### src/verilog/tx_cmd_pkg.sv
/*
 * shared constants of the transmit buffer command parser: command word
 * field positions, alignment codes, sizes and reset values.
 * assumes nothing beyond a SystemVerilog compiler.
 */
package tx_cmd_pkg;

  localparam int           A_IOC_BIT       = 31;
  localparam int           A_ALIGN_HI      = 25;
  localparam int           A_ALIGN_LO      = 24;
  localparam int           A_OFS_HI        = 20;
  localparam int           A_OFS_LO        = 16;
  localparam int           A_FIRST_BIT     = 13;
  localparam int           A_LAST_BIT      = 12;
  localparam int           A_SIZE_HI       = 10;
  localparam int           A_SIZE_LO       = 0;

  localparam int           B_TAG_HI        = 31;
  localparam int           B_TAG_LO        = 16;
  localparam int           B_NOCRC_BIT     = 13;
  localparam int           B_NOPAD_BIT     = 12;
  localparam int           B_LEN_HI        = 10;
  localparam int           B_LEN_LO        = 0;

  localparam logic [1:0]   ALIGN_4         = 2'h0;
  localparam logic [1:0]   ALIGN_16        = 2'h1;
  localparam logic [1:0]   ALIGN_32        = 2'h2;

  localparam int           LEN_W           = 11;
  localparam int           MIN_FRAME_BYTES = 64;

  localparam logic [31:0]  WORD_RST        = 32'h0000_0000;
  localparam logic [10:0]  LEN_RST         = 11'h000;
  localparam logic [15:0]  TAG_RST         = 16'h0000;

endpackage : tx_cmd_pkg

### src/verilog/word_assembler.sv
/*
 * joins two 16-bit host writes into one 32-bit word, low half first.
 * assumes host strobes on the clk domain, one cycle long.
 */
`timescale 1ns/10ps
module word_assembler (
  input  wire logic        clk,
  input  wire logic        nrst,
  input  wire logic        half_wr,
  input  wire logic [15:0] half_data,
  input  wire logic        resync,
  output logic             word_valid,
  output logic [31:0]      word_data
);

  logic        high_next;
  logic [15:0] low_half;

  always_ff @(posedge clk or negedge nrst) begin
    if (!nrst) begin
      high_next <= 1'b0;
      low_half  <= 16'h0000;
    end else if (resync) begin
      high_next <= 1'b0;
    end else if (half_wr) begin
      high_next <= !high_next;
      if (!high_next) low_half <= half_data;
    end
  end

  always_ff @(posedge clk or negedge nrst) begin
    if (!nrst) begin
      word_valid <= 1'b0;
      word_data  <= tx_cmd_pkg::WORD_RST;
    end else begin
      word_valid <= half_wr && high_next && !resync;
      if (half_wr && high_next) word_data <= {half_data, low_half};
    end
  end

endmodule : word_assembler

### src/verilog/lane_packer.sv
/*
 * computes byte enables for one payload word from start lane and the
 * number of bytes still owed to the buffer.
 * assumes pure combinational use inside the parser.
 */
`timescale 1ns/10ps
module lane_packer (
  input  wire logic [1:0]  first_lane,
  input  wire logic        is_first,
  input  wire logic [10:0] bytes_left,
  output logic [3:0]       lane_en,
  output logic [2:0]       lane_cnt
);

  always_comb begin
    logic [2:0] start;
    logic [3:0] avail;
    start    = is_first ? {1'b0, first_lane} : 3'd0;
    avail    = 4'(3'd4 - start);
    lane_cnt = (bytes_left < 11'(avail)) ? bytes_left[2:0] : avail[2:0];
    lane_en  = 4'h0;
    for (int i = 0; i < 4; i++) begin
      if (3'(i) >= start && 3'(i) < 3'(start + lane_cnt)) lane_en[i] = 1'b1;
    end
  end

endmodule : lane_packer

### src/verilog/tx_buffer_command_parser.sv
/*
 * transmit buffer parser: takes host buffer words (command A, command B,
 * payload, filler), strips offsets and filler, forwards payload with
 * byte enables to the transmit data fifo and checks packet length.
 * assumes the fifo accepts one word per cycle; no back-pressure.
 */
//Contract
//- bit 13 of command A marks first segment
//- bit 12 of command A marks final segment
//- size plus alignment give trailing filler words
//- summed sizes unequal packet length sets error
//- tag copied to status unchanged
//- crc disable bit suppresses crc; the code ignores it while pad disable is set
//- pad disable keeps crc, no padding
//- payload starts at third word
//- offset low bits select first lane
//- offset bits 4:2 skip whole words
//- unused trailing bytes not forwarded
//- filler words discarded before fifo
//- any start, end, first and last length
//- only payload words reach the fifo; command A and the first command B also go out on fifo_cmd_word
//- at most six overhead bytes per buffer
//- alignment code 00/01/10 gives 4/16/32 bytes
//- completion request raises done after loading
//- command B stored only on first segment
//- two 16-bit writes form one word
`timescale 1ns/10ps
module tx_buffer_command_parser (
  input  wire logic        clk,
  input  wire logic        nrst,
  input  wire logic        host_wr,
  input  wire logic [15:0] host_data,
  input  wire logic        store_forward_select,
  output logic             fifo_cmd_valid,
  output logic [31:0]      fifo_cmd_word,
  output logic             fifo_data_valid,
  output logic [31:0]      fifo_data_word,
  output logic [3:0]       fifo_byte_en,
  output logic             frame_end,
  output logic             crc_disable,
  output logic             pad_disable,
  output logic [15:0]      status_tag,
  output logic             transmit_error_flag,
  output logic             transmit_done_flag,
  output logic             first_segment_flag,
  output logic             last_segment_flag,
  output logic             oversize_flag
);

  localparam logic [11:0] SF_LIMIT = 12'd2036;

  typedef enum logic [4:0] {
    S_CMDA = 5'b00001,
    S_CMDB = 5'b00010,
    S_SKIP = 5'b00100,
    S_DATA = 5'b01000,
    S_FILL = 5'b10000
  } state_e;

  state_e      state;
  logic        word_valid;
  logic [31:0] word;
  logic [31:0] cmd_a;
  logic [10:0] bytes_left;
  logic [2:0]  skip_cnt;
  logic [3:0]  fill_cnt;
  logic        first_word;
  logic [11:0] len_sum;
  logic [11:0] fifo_used;
  logic [10:0] pkt_len;
  logic [3:0]  lane_en;
  logic [2:0]  lane_cnt;
  logic [3:0]  fill_words;

  // filler words = words to next boundary after the buffer's last word
  function automatic logic [3:0] filler(input logic [31:0] a);
    logic [12:0] span;
    logic [10:0] words;
    logic [3:0]  mask;
    // start lane, not size bits: a late first byte can spill into one more word
    span  = 13'(a[tx_cmd_pkg::A_OFS_LO+1:tx_cmd_pkg::A_OFS_LO])
          + 13'(a[tx_cmd_pkg::A_SIZE_HI:tx_cmd_pkg::A_SIZE_LO]) + 13'd3;
    words = 11'(span >> 2) + 11'(a[tx_cmd_pkg::A_OFS_HI:tx_cmd_pkg::A_OFS_LO+2]);
    unique case (a[tx_cmd_pkg::A_ALIGN_HI:tx_cmd_pkg::A_ALIGN_LO])
      tx_cmd_pkg::ALIGN_16: mask = 4'h3;
      tx_cmd_pkg::ALIGN_32: mask = 4'h7;
      default:              mask = 4'h0;
    endcase
    // command words count toward the boundary too
    filler = 4'((4'h0 - 4'(words + 11'd2)) & mask);
  endfunction : filler

  word_assembler u_asm (
    .clk        (clk),
    .nrst       (nrst),
    .half_wr    (host_wr),
    .half_data  (host_data),
    .resync     (1'b0),
    .word_valid (word_valid),
    .word_data  (word)
  );

  lane_packer u_lane (
    .first_lane (cmd_a[tx_cmd_pkg::A_OFS_LO+1:tx_cmd_pkg::A_OFS_LO]),
    .is_first   (first_word),
    .bytes_left (bytes_left),
    .lane_en    (lane_en),
    .lane_cnt   (lane_cnt)
  );

  assign fill_words = filler(cmd_a);

  // buffer walk
  always_ff @(posedge clk or negedge nrst) begin
    if (!nrst) begin
      state      <= S_CMDA;
      cmd_a      <= tx_cmd_pkg::WORD_RST;
      bytes_left <= tx_cmd_pkg::LEN_RST;
      skip_cnt   <= 3'd0;
      fill_cnt   <= 4'd0;
      first_word <= 1'b0;
    end else if (word_valid) begin
      unique case (state)
        S_CMDA: begin
          cmd_a      <= word;
          bytes_left <= word[tx_cmd_pkg::A_SIZE_HI:tx_cmd_pkg::A_SIZE_LO];
          skip_cnt   <= word[tx_cmd_pkg::A_OFS_HI:tx_cmd_pkg::A_OFS_LO+2];
          first_word <= 1'b1;
          state      <= S_CMDB;
        end
        S_CMDB: begin
          if (skip_cnt != 3'd0) state <= S_SKIP;
          else if (bytes_left != 11'd0) state <= S_DATA;
          else if (fill_words != 4'd0) state <= S_FILL;
          else state <= S_CMDA;
          fill_cnt <= fill_words;
        end
        S_SKIP: begin
          skip_cnt <= skip_cnt - 3'd1;
          if (skip_cnt == 3'd1) begin
            if (bytes_left != 11'd0) state <= S_DATA;
            else if (fill_cnt != 4'd0) state <= S_FILL;
            else state <= S_CMDA;
          end
        end
        S_DATA: begin
          first_word <= 1'b0;
          bytes_left <= bytes_left - 11'(lane_cnt);
          if (bytes_left == 11'(lane_cnt)) begin
            state <= (fill_cnt != 4'd0) ? S_FILL : S_CMDA;
          end
        end
        S_FILL: begin
          fill_cnt <= fill_cnt - 4'd1;
          if (fill_cnt == 4'd1) state <= S_CMDA;
        end
        default: state <= S_CMDA;
      endcase
    end
  end

  // forwarding to the transmit data fifo
  always_ff @(posedge clk or negedge nrst) begin
    if (!nrst) begin
      fifo_cmd_valid  <= 1'b0;
      fifo_cmd_word   <= tx_cmd_pkg::WORD_RST;
      fifo_data_valid <= 1'b0;
      fifo_data_word  <= tx_cmd_pkg::WORD_RST;
      fifo_byte_en    <= 4'h0;
    end else begin
      fifo_cmd_valid  <= 1'b0;
      fifo_data_valid <= 1'b0;
      if (word_valid) begin
        if (state == S_CMDA) begin
          fifo_cmd_valid <= 1'b1;
          fifo_cmd_word  <= word;
        end
        if (state == S_CMDB && cmd_a[tx_cmd_pkg::A_FIRST_BIT]) begin
          fifo_cmd_valid <= 1'b1;
          fifo_cmd_word  <= word;
        end
        if (state == S_DATA) begin
          fifo_data_valid <= 1'b1;
          fifo_data_word  <= word;
          fifo_byte_en    <= lane_en;
        end
      end
    end
  end

  // per-packet controls from command B
  always_ff @(posedge clk or negedge nrst) begin
    if (!nrst) begin
      pkt_len     <= tx_cmd_pkg::LEN_RST;
      status_tag  <= tx_cmd_pkg::TAG_RST;
      crc_disable <= 1'b0;
      pad_disable <= 1'b0;
    end else if (word_valid && state == S_CMDB && cmd_a[tx_cmd_pkg::A_FIRST_BIT]) begin
      pkt_len     <= word[tx_cmd_pkg::B_LEN_HI:tx_cmd_pkg::B_LEN_LO];
      status_tag  <= word[tx_cmd_pkg::B_TAG_HI:tx_cmd_pkg::B_TAG_LO];
      // no padding still means the crc is added
      pad_disable <= word[tx_cmd_pkg::B_NOPAD_BIT];
      crc_disable <= word[tx_cmd_pkg::B_NOCRC_BIT] && !word[tx_cmd_pkg::B_NOPAD_BIT];
    end
  end

  // segment flags, running length and fifo usage
  always_ff @(posedge clk or negedge nrst) begin
    if (!nrst) begin
      first_segment_flag <= 1'b0;
      last_segment_flag  <= 1'b0;
      len_sum            <= 12'd0;
      fifo_used          <= 12'd0;
    end else if (word_valid) begin
      if (state == S_CMDA) begin
        first_segment_flag <= word[tx_cmd_pkg::A_FIRST_BIT];
        last_segment_flag  <= word[tx_cmd_pkg::A_LAST_BIT];
        if (word[tx_cmd_pkg::A_FIRST_BIT]) begin
          len_sum   <= 12'(word[tx_cmd_pkg::A_SIZE_HI:tx_cmd_pkg::A_SIZE_LO]);
          fifo_used <= 12'd0;
        end else begin
          len_sum <= len_sum + 12'(word[tx_cmd_pkg::A_SIZE_HI:tx_cmd_pkg::A_SIZE_LO]);
        end
      end
      // whole words count, so partial lanes add up to 6 bytes per buffer
      if (state == S_DATA) fifo_used <= fifo_used + 12'd4;
    end
  end

  // end-of-buffer events
  always_ff @(posedge clk or negedge nrst) begin
    if (!nrst) begin
      frame_end           <= 1'b0;
      transmit_done_flag  <= 1'b0;
      transmit_error_flag <= 1'b0;
      oversize_flag       <= 1'b0;
    end else begin
      frame_end          <= 1'b0;
      transmit_done_flag <= 1'b0;
      if (word_valid && state != S_CMDA && next_is_cmda()) begin
        transmit_done_flag <= cmd_a[tx_cmd_pkg::A_IOC_BIT];
        if (cmd_a[tx_cmd_pkg::A_LAST_BIT]) begin
          frame_end <= 1'b1;
          if (len_sum != 12'(pkt_len)) transmit_error_flag <= 1'b1;
        end
      end
      if (store_forward_select && fifo_used > SF_LIMIT) oversize_flag <= 1'b1;
    end
  end

  // true when the current word closes the buffer
  function automatic logic next_is_cmda();
    logic r;
    r = 1'b0;
    unique case (state)
      S_CMDB: r = (skip_cnt == 3'd0) && (bytes_left == 11'd0) && (fill_words == 4'd0);
      S_SKIP: r = (skip_cnt == 3'd1) && (bytes_left == 11'd0) && (fill_cnt == 4'd0);
      S_DATA: r = (bytes_left == 11'(lane_cnt)) && (fill_cnt == 4'd0);
      S_FILL: r = (fill_cnt == 4'd1);
      default: r = 1'b0;
    endcase
    next_is_cmda = r;
  endfunction : next_is_cmda

endmodule : tx_buffer_command_parser

### config.mk
export PLATFORM = sky130hd
export DESIGN_NAME = tx_buffer_command_parser
export DESIGN_NICKNAME = d
export VERILOG_FILES = /design/src/verilog/tx_cmd_pkg.sv /design/src/verilog/word_assembler.sv /design/src/verilog/lane_packer.sv /design/src/verilog/tx_buffer_command_parser.sv
export SDC_FILE = /design/constraint.sdc
export NUM_CORES = 1
export LEC_CHECK = 0
export BUFFER_PORTS_ARGS = -buffer_cell sky130_fd_sc_hd__buf_2
export CORE_AREA = 5 5 141 143
export CTS_BUF_LIST = sky130_fd_sc_hd__clkbuf_4 sky130_fd_sc_hd__clkbuf_8 sky130_fd_sc_hd__clkbuf_16
export CTS_CLUSTER_DIAMETER = 200
export DETAILED_ROUTE_END_ITERATION = 10
export DIE_AREA = 0 0 146 148
export PLACE_DENSITY = 0.76
export REMOVE_ABC_BUFFERS = 1
export SYNTH_ARGS = -nofsm -noshare
export SYNTH_HDL_FRONTEND = slang
export SYNTH_SLANG_ARGS = --single-unit
### constraint.sdc
create_clock -name clk -period 7.2 [get_ports clk]
set_input_delay 0.36 -clock clk [delete_from_list [all_inputs] [get_ports clk]]
set_output_delay 0.36 -clock clk [all_outputs]
set_load 0.01 [all_outputs]
; After elaboration in Yosys (flattened, before gate mapping)
; Index checks and enable logic that the tools add are counted.
[word_totals]
wordCells = 143
mem_bits_ro = 0
latch_bits = 0
ram_bits = 0
memories = 0
register_bits = 235
input_bits = 20
output_inout_bits = 94
[classes]
magnitude_cmp = 10
div = 0
n_addsub = 12
mul = 0
shift = 0
n_eq_ne = 15
n_reduce_logical = 42
bitwise = 2
n_mux = 35
[ops]
columns = op, count
row1 = two-way mux 32 bit, 2
row2 = two-way mux 12 bit, 4
row3 = two-way mux 5 bit, 8
row4 = one-hot mux 5 bit (5 select lines), 1
row5 = one-hot mux 11 bit (2 select lines), 1
row6 = logical AND 1 bit, 17
row7 = AND reduction 2 bit, 7
row8 = adder 12 x 11 -> 12 bit, 1
row9 = "adder 12 x 3 -> 12 bit, second input constant", 1
row10 = "greater-than comparator 12 x 11 -> 1 bit, second input constant", 1
row11 = two-way mux 1 bit, 12
row12 = inequality test 12 x 11 -> 1 bit, 1
row13 = one-hot mux 3 bit (2 select lines), 2
row14 = equality test 11 x 3 -> 1 bit, 1
row15 = logical NOT 11 bit, 1
row16 = < comparator 11 x 4 -> 1 bit, 1
row17 = nonzero test 11 bit, 1
row18 = subtractor 11 x 3 -> 11 bit, 1
row19 = nonzero test 2 bit, 5
row20 = logical NOT 4 bit, 2
row21 = one-hot mux 4 bit (2 select lines), 1
row22 = nonzero test 4 bit, 2
row23 = adder 2 x 6 -> 6 bit, 1
row24 = "adder 6 x 2 -> 6 bit, second input constant", 1
row25 = 34 further kinds, 41

; Longest topological paths before layout
[depth]
depth_word = 11
ltp_mapped = 18
depth_no_buf = 18

; By module
; Synthesis repeated with hierarchy kept, for this count alone.
[hier_totals]
cells_unflattened = 925
hier_area_um2 = 10038.4
[by_module_without_submodules]
columns = module, cells_per_inst, seq_area_each_um2, n_inst, area_each_um2
row1 = tx_buffer_command_parser, 773, 4105.2, 1, 7833.8
row2 = word_assembler, 107, 1251.2, 1, 1856.8
row3 = lane_packer, 45, 0.0, 1, 347.8

; Worst setup path after synthesis
; Ideal clock, no wire load.
[synth_timing]
path_kind = reg-to-reg
start = register first_word
end = register bytes_left[9]
stages_incl_launch_ff = 16
n_path_buf = 0
setup_slack_ns = 3.592
arrival_ns = 3.543
synth_period_minus_slack_ns = 3.608
path_cell_list = dfrtp_1 and2_1 ha_1 inv_1 ha_1 a21oi_1 o21ai_1 mux2_2 inv_1 ha_1 a21o_1 a21oi_1 nand2b_1 or4_2 a21oi_1 o22a_1
[synth_between]
elab_chain_len = 6
[synth_lines]
columns = item, line_no
row1 = start: declaration, tx_buffer_command_parser.sv:67  ; logic first_word;
row2 = start signal: assignment, tx_buffer_command_parser.sv:121  ; first_word <= 1'b0;
row3 = start signal: assignment, tx_buffer_command_parser.sv:128  ; first_word <= 1'b1;
row4 = start signal: assignment, tx_buffer_command_parser.sv:147  ; first_word <= 1'b0;
row5 = two-way mux 2 bit (*), lane_packer.sv:18  ; start = is_first ? {1'b0, first_lane} : 3'd0;
row6 = subtractor 3 x 3 -> 4 bit (*), lane_packer.sv:19  ; avail = 4'(3'd4 - start);
row7 = < comparator 11 x 4 -> 1 bit, lane_packer.sv:20  ; lane_cnt = (bytes_left < 11'(avail)) ? bytes_left[2:0] : avail[2:0];
row8 = two-way mux 3 bit (*), lane_packer.sv:20
row9 = subtractor 11 x 3 -> 11 bit (*), tx_buffer_command_parser.sv:148  ; bytes_left <= bytes_left - 11'(lane_cnt);
row10 = one-hot mux 11 bit (2 select lines) (*), tx_buffer_command_parser.sv:123  ; unique case (state)
row11 = end signal: assignment, tx_buffer_command_parser.sv:118  ; bytes_left <= tx_cmd_pkg::LEN_RST;
row12 = end signal: assignment, tx_buffer_command_parser.sv:126  ; bytes_left <= word[tx_cmd_pkg::A_SIZE_HI:tx_cmd_pkg::A_SIZE_LO];
row13 = end signal: assignment, tx_buffer_command_parser.sv:148
row14 = end: declaration, tx_buffer_command_parser.sv:64  ; logic [10:0] bytes_left;
; Mark *: on every way between the ends. The rest lies on a longest branch, timed or not.
; A chain may end at the register's enable or synchronous reset.

; Worst setup path after layout
; Same ends and word-level chain as after synthesis.

==> impl_results.md <==
* Met3 track demand over resource in global routing at 3.56%
* Total number of H-tree levels at 1
* Clock transition at the registers of the reported paths at 60 ps
* Switching power share of the total at 37.4%
* Number of antenna cells inserted at 0
* Post-route fraction of the period consumed by the critical path at 55.1%
* Post-layout net count at 1058
* Clock skew at 14.8 ps
* Basic-gate share of the synthesized area counting and, or, nand and nor cells at 13.7%
* Data arrival time of the critical path at 4400 ps
* Power share of the clock group at 21.4%
* Floorplan die height at 148 um
* Crit path time final at 3960 ps
* Proportion of synthesized area in mux cells at 12.8%
* Post-route DRC violation count at 0
* Die X-Extent at 146 um
* Ys async rst share at 100%
* Number of pins with negative max-slew slack in the final report at 0
* Global route total overflow at 0
* Proportion of netlist area held by the largest area contributor at 54.4%
* Number of buffers added by the clock tree synthesis step at 23
* Kind of path behind the tightest hold check: in2async
* Maximum clock path buffer count at 3
* Worst hold slack at 28.3 ps
* Global-route track usage on met2 at 33.0%
* Number of synthesized register bits at 214
* Slowest library cell on the worst path: or4_2
* Largest stage delay on the critical path at 560 ps
* XOR/XNOR Fraction of Synth Area at 2.95%
* Count of buffering cells on the critical path with inverters included at 2
* Total of buffers placed on input and output ports at 113
* Category of cells accounting for the largest share of critical-path delay: compound AO/OA/AOI/OAI gates
* Data required time at the worst endpoint at 7630 ps
* Number of setup violations in the final report at 0
* Number of hold buffers added after cts at 0
* Combinational family with the most area after synthesis: simple AND/OR/NAND/NOR gates
* Pre-antenna DRT Iters at 7
* Post-CTS Resized at 0
* Cell row count at 50
* Detail-routed net length per standard cell at 17.0 um
* Cell type with the highest aggregate area in the netlist: dfrtp_1
* Number of global-route vias before repair at 7002
* Proportion of power drawn by flip-flops and latches at 40.2%
* Syn_area_per_cell at 10.9 um^2
* Compound-cell area share of the yosys netlist at 8.19%
* Sum of routed wire length over all layers at 21300 um
* Post-synth EDFFs at 0
* Layout fillers at 1481
* Total power per unit cell area at 477 nW/um^2
* Relative contribution of combinational cells to total power at 38.4%
* Mapped cell area at 9790 um^2
* Count of routing violations after the opening detailed-route iteration at 501
* Kind of launch point of the worst setup path: register
* Met1 capacity usage during global routing at 28.1%
* First-pass GRT wire length at 36400 um
* Post-CTS repair timing setup buffer count at 0
* Sink count of the clock tree at 214
* Clock tree from TritonCTS: built
* Post-route standard cell area excluding fillers at 11300 um^2
* Seq/Total Area, Yosys at 54.7%
* Number of hold violations in the final report at 0
* Critical setup path kind: reg2reg
* Effective utilization at floorplan at 53.0%
* CTS Root Cell: clkbuf_16
* Synth Instances at 895
* Global-route total usage across every layer at 20.1%
* Max Clock Freq at 0.252 GHz
* Crit. End Element: register
* Vias at 6822
* Leakage at 0.00557 uW
* Core Area at 18500 um^2
* Cell internal pwr at 3380 uW
* Clock insertion delay at the later pin of the skew report at 500 ps
* Leading cell types by total area after synthesis: dfrtp_1 54%, mux2_2 12%, nand2_1 6.8%, ha_1 4.0%, o21ai_0 2.4%
* Cell with the most instances after synthesis: dfrtp_1
* Distinct cell type count of the synthesized netlist at 63
* Ports placed on the boundary at 114
* Setup TNS Final at 0 ps
* P_sw at 2020 uW
* Number of synthesis warnings at 0
* VDD IR-drop max at 268 uV
* Critical path cell sequence: and2_1 -> ha_1 -> inv_1 -> ha_1 -> a21oi_1 -> o21ai_1 -> mux2_2 -> inv_1 -> ha_1 -> a21o_1 -> a21oi_1 -> nand2b_1 -> or4_2 -> a21oi_1 -> o22a_1
* Fraction of layout cells with a size suffix above 1 at 28.2%
* Transition time at the pin with the least slew margin at 1050 ps
* Dpl hpwl at 13800 um
* Vias per cell at 5.45
* RePlAce Congestion at 0.866
* Pin count of the biggest net entering global routing at 145
* Peak fanout along the critical path at 5
* Result of the run: complete, no violations
* Number of antenna violations at the first check in global routing at 0
* Overall die area at 21600 um^2
* Adder-Cell Fraction of Synth Area at 4.98%
* RSZ-0062 raised after global routing: no
* Count of max-cap constraint violations at 0
* Synth-to-layout area growth at 15.5%
* Main synth FF type: dfrtp_1
* Commonest cells in the netlist: 213 x dfrtp_1, 178 x nand2_1, 107 x mux2_2
* Max transition margin at 30.1%
* Antenna Nets Post-Route at 0
* Post-layout utilization of the core at 61.3%
* Placement-stage cell area at 10600 um^2
* Most crowded layer after global routing: met2
[per-layer routing]
metal / part of all wire, % / vias to the layer above
li1: - / 3287
met1: 46 / 3364
met2: 48 / 140
met3: 4.5 / 31
met4: 2.0 / 0
met5: 0 / -
[state kept, by name (all words and copies together), names as in the netlist, 3 cells and up]
register	flops
pkt_len	11
fifo_data_word	32
status_tag	16
fifo_byte_en	4
len_sum	12
skip_cnt	3
fifo_cmd_word	32
u_asm.word_data	32
bytes_left	11
fifo_used	10
cmd_a	15
u_asm.low_half	16
state	5
fill_cnt	4
[metrics by stage]
step	power, uW	instances	setup WS [ps]
2_1_floorplan	3560	859	3580
3_3_place_gp	4170	1211	3430
3_5_place_dp	4250	1211	3280
4_1_cts	5440	1251	3260
5_1_grt	5830	1251	2980
6_report	5400	1251	3240
[power groups by stage]
stage / Sequential (uW) / Clock (uW) / Combinational, uW
floorplan: 2160 / 0 / 1400
global placement: 2160 / 0 / 2010
detailed placement: 2170 / 0 / 2080
CTS: 2160 / 1180 / 2100
global route: 2240 / 1240 / 2350
finish: 2170 / 1150 / 2080
[cells by family after synthesis]
logic type	after synthesis
simple gates	301
xor+xnor	33
buf+inv	67
fa+ha+maj	36
flops	214
compound gates	132
mux	112
[path summary, 6_finish.rpt]
| check | from | endpoint | slack, ps | cells after the start |
|---|---|---|---|---|
| worst max register to register | first_word | bytes_left[9] | 3240 | 15 |
| max in group asynchronous | nrst | bytes_left[8] | 5660 | 2 |
| worst min register to register | fifo_byte_en[0] | fifo_byte_en[0] | 460 | 2 |
| worst min-delay path | nrst | fifo_cmd_word[16] | 30 | 1 |
| worst max-delay path | first_word | bytes_left[9] | 3240 | 15 |
| min in group clk | host_wr | u_asm.high_next | 80 | 2 |
[layout by cell type, fill, tap and decap left out, types with 3 or more instances in the layout]
cell          n
o31ai_1       4
nor2_1       44
a211oi_1      4
o211ai_1      3
a21o_1        6
clkbuf_4      6
a21oi_1      33
nor2b_1       4
nand2_1     175
nor3_1       15
clkinv_2      5
dfrtp_1     213
clkbuf_16    23
or3_1         7
o21bai_1      3
or3b_2        3
fa_1          5
xnor2_1      13
or2_2         3
xor2_1       20
nor4_1        7
nand2b_1      8
o22a_1        3
clkinvlp_4    3
and2_1        3
mux2i_1       5
nand2_2       3
inv_1        30
nand3_1      10
and3_1        3
buf_4         5
ha_1         31
mux2_2      107
buf_2       112
a31oi_1       6
o21ai_0      47
nand4_1       5
[cell type report]
type                            instances  area (um^2)  area share [%]
Clock buffer                           30          634            5.61
Inverter                               31          116            1.03
Timing Repair Buffer                  118          613            5.42
Tap cell                              234          293            2.59
Multi-Input combinational cell        614         4190            37.0
Clock inverter                         10          108           0.952
Sequential cell                       214         5360            47.4
Note: power is estimated with default switching activity, not from simulation.
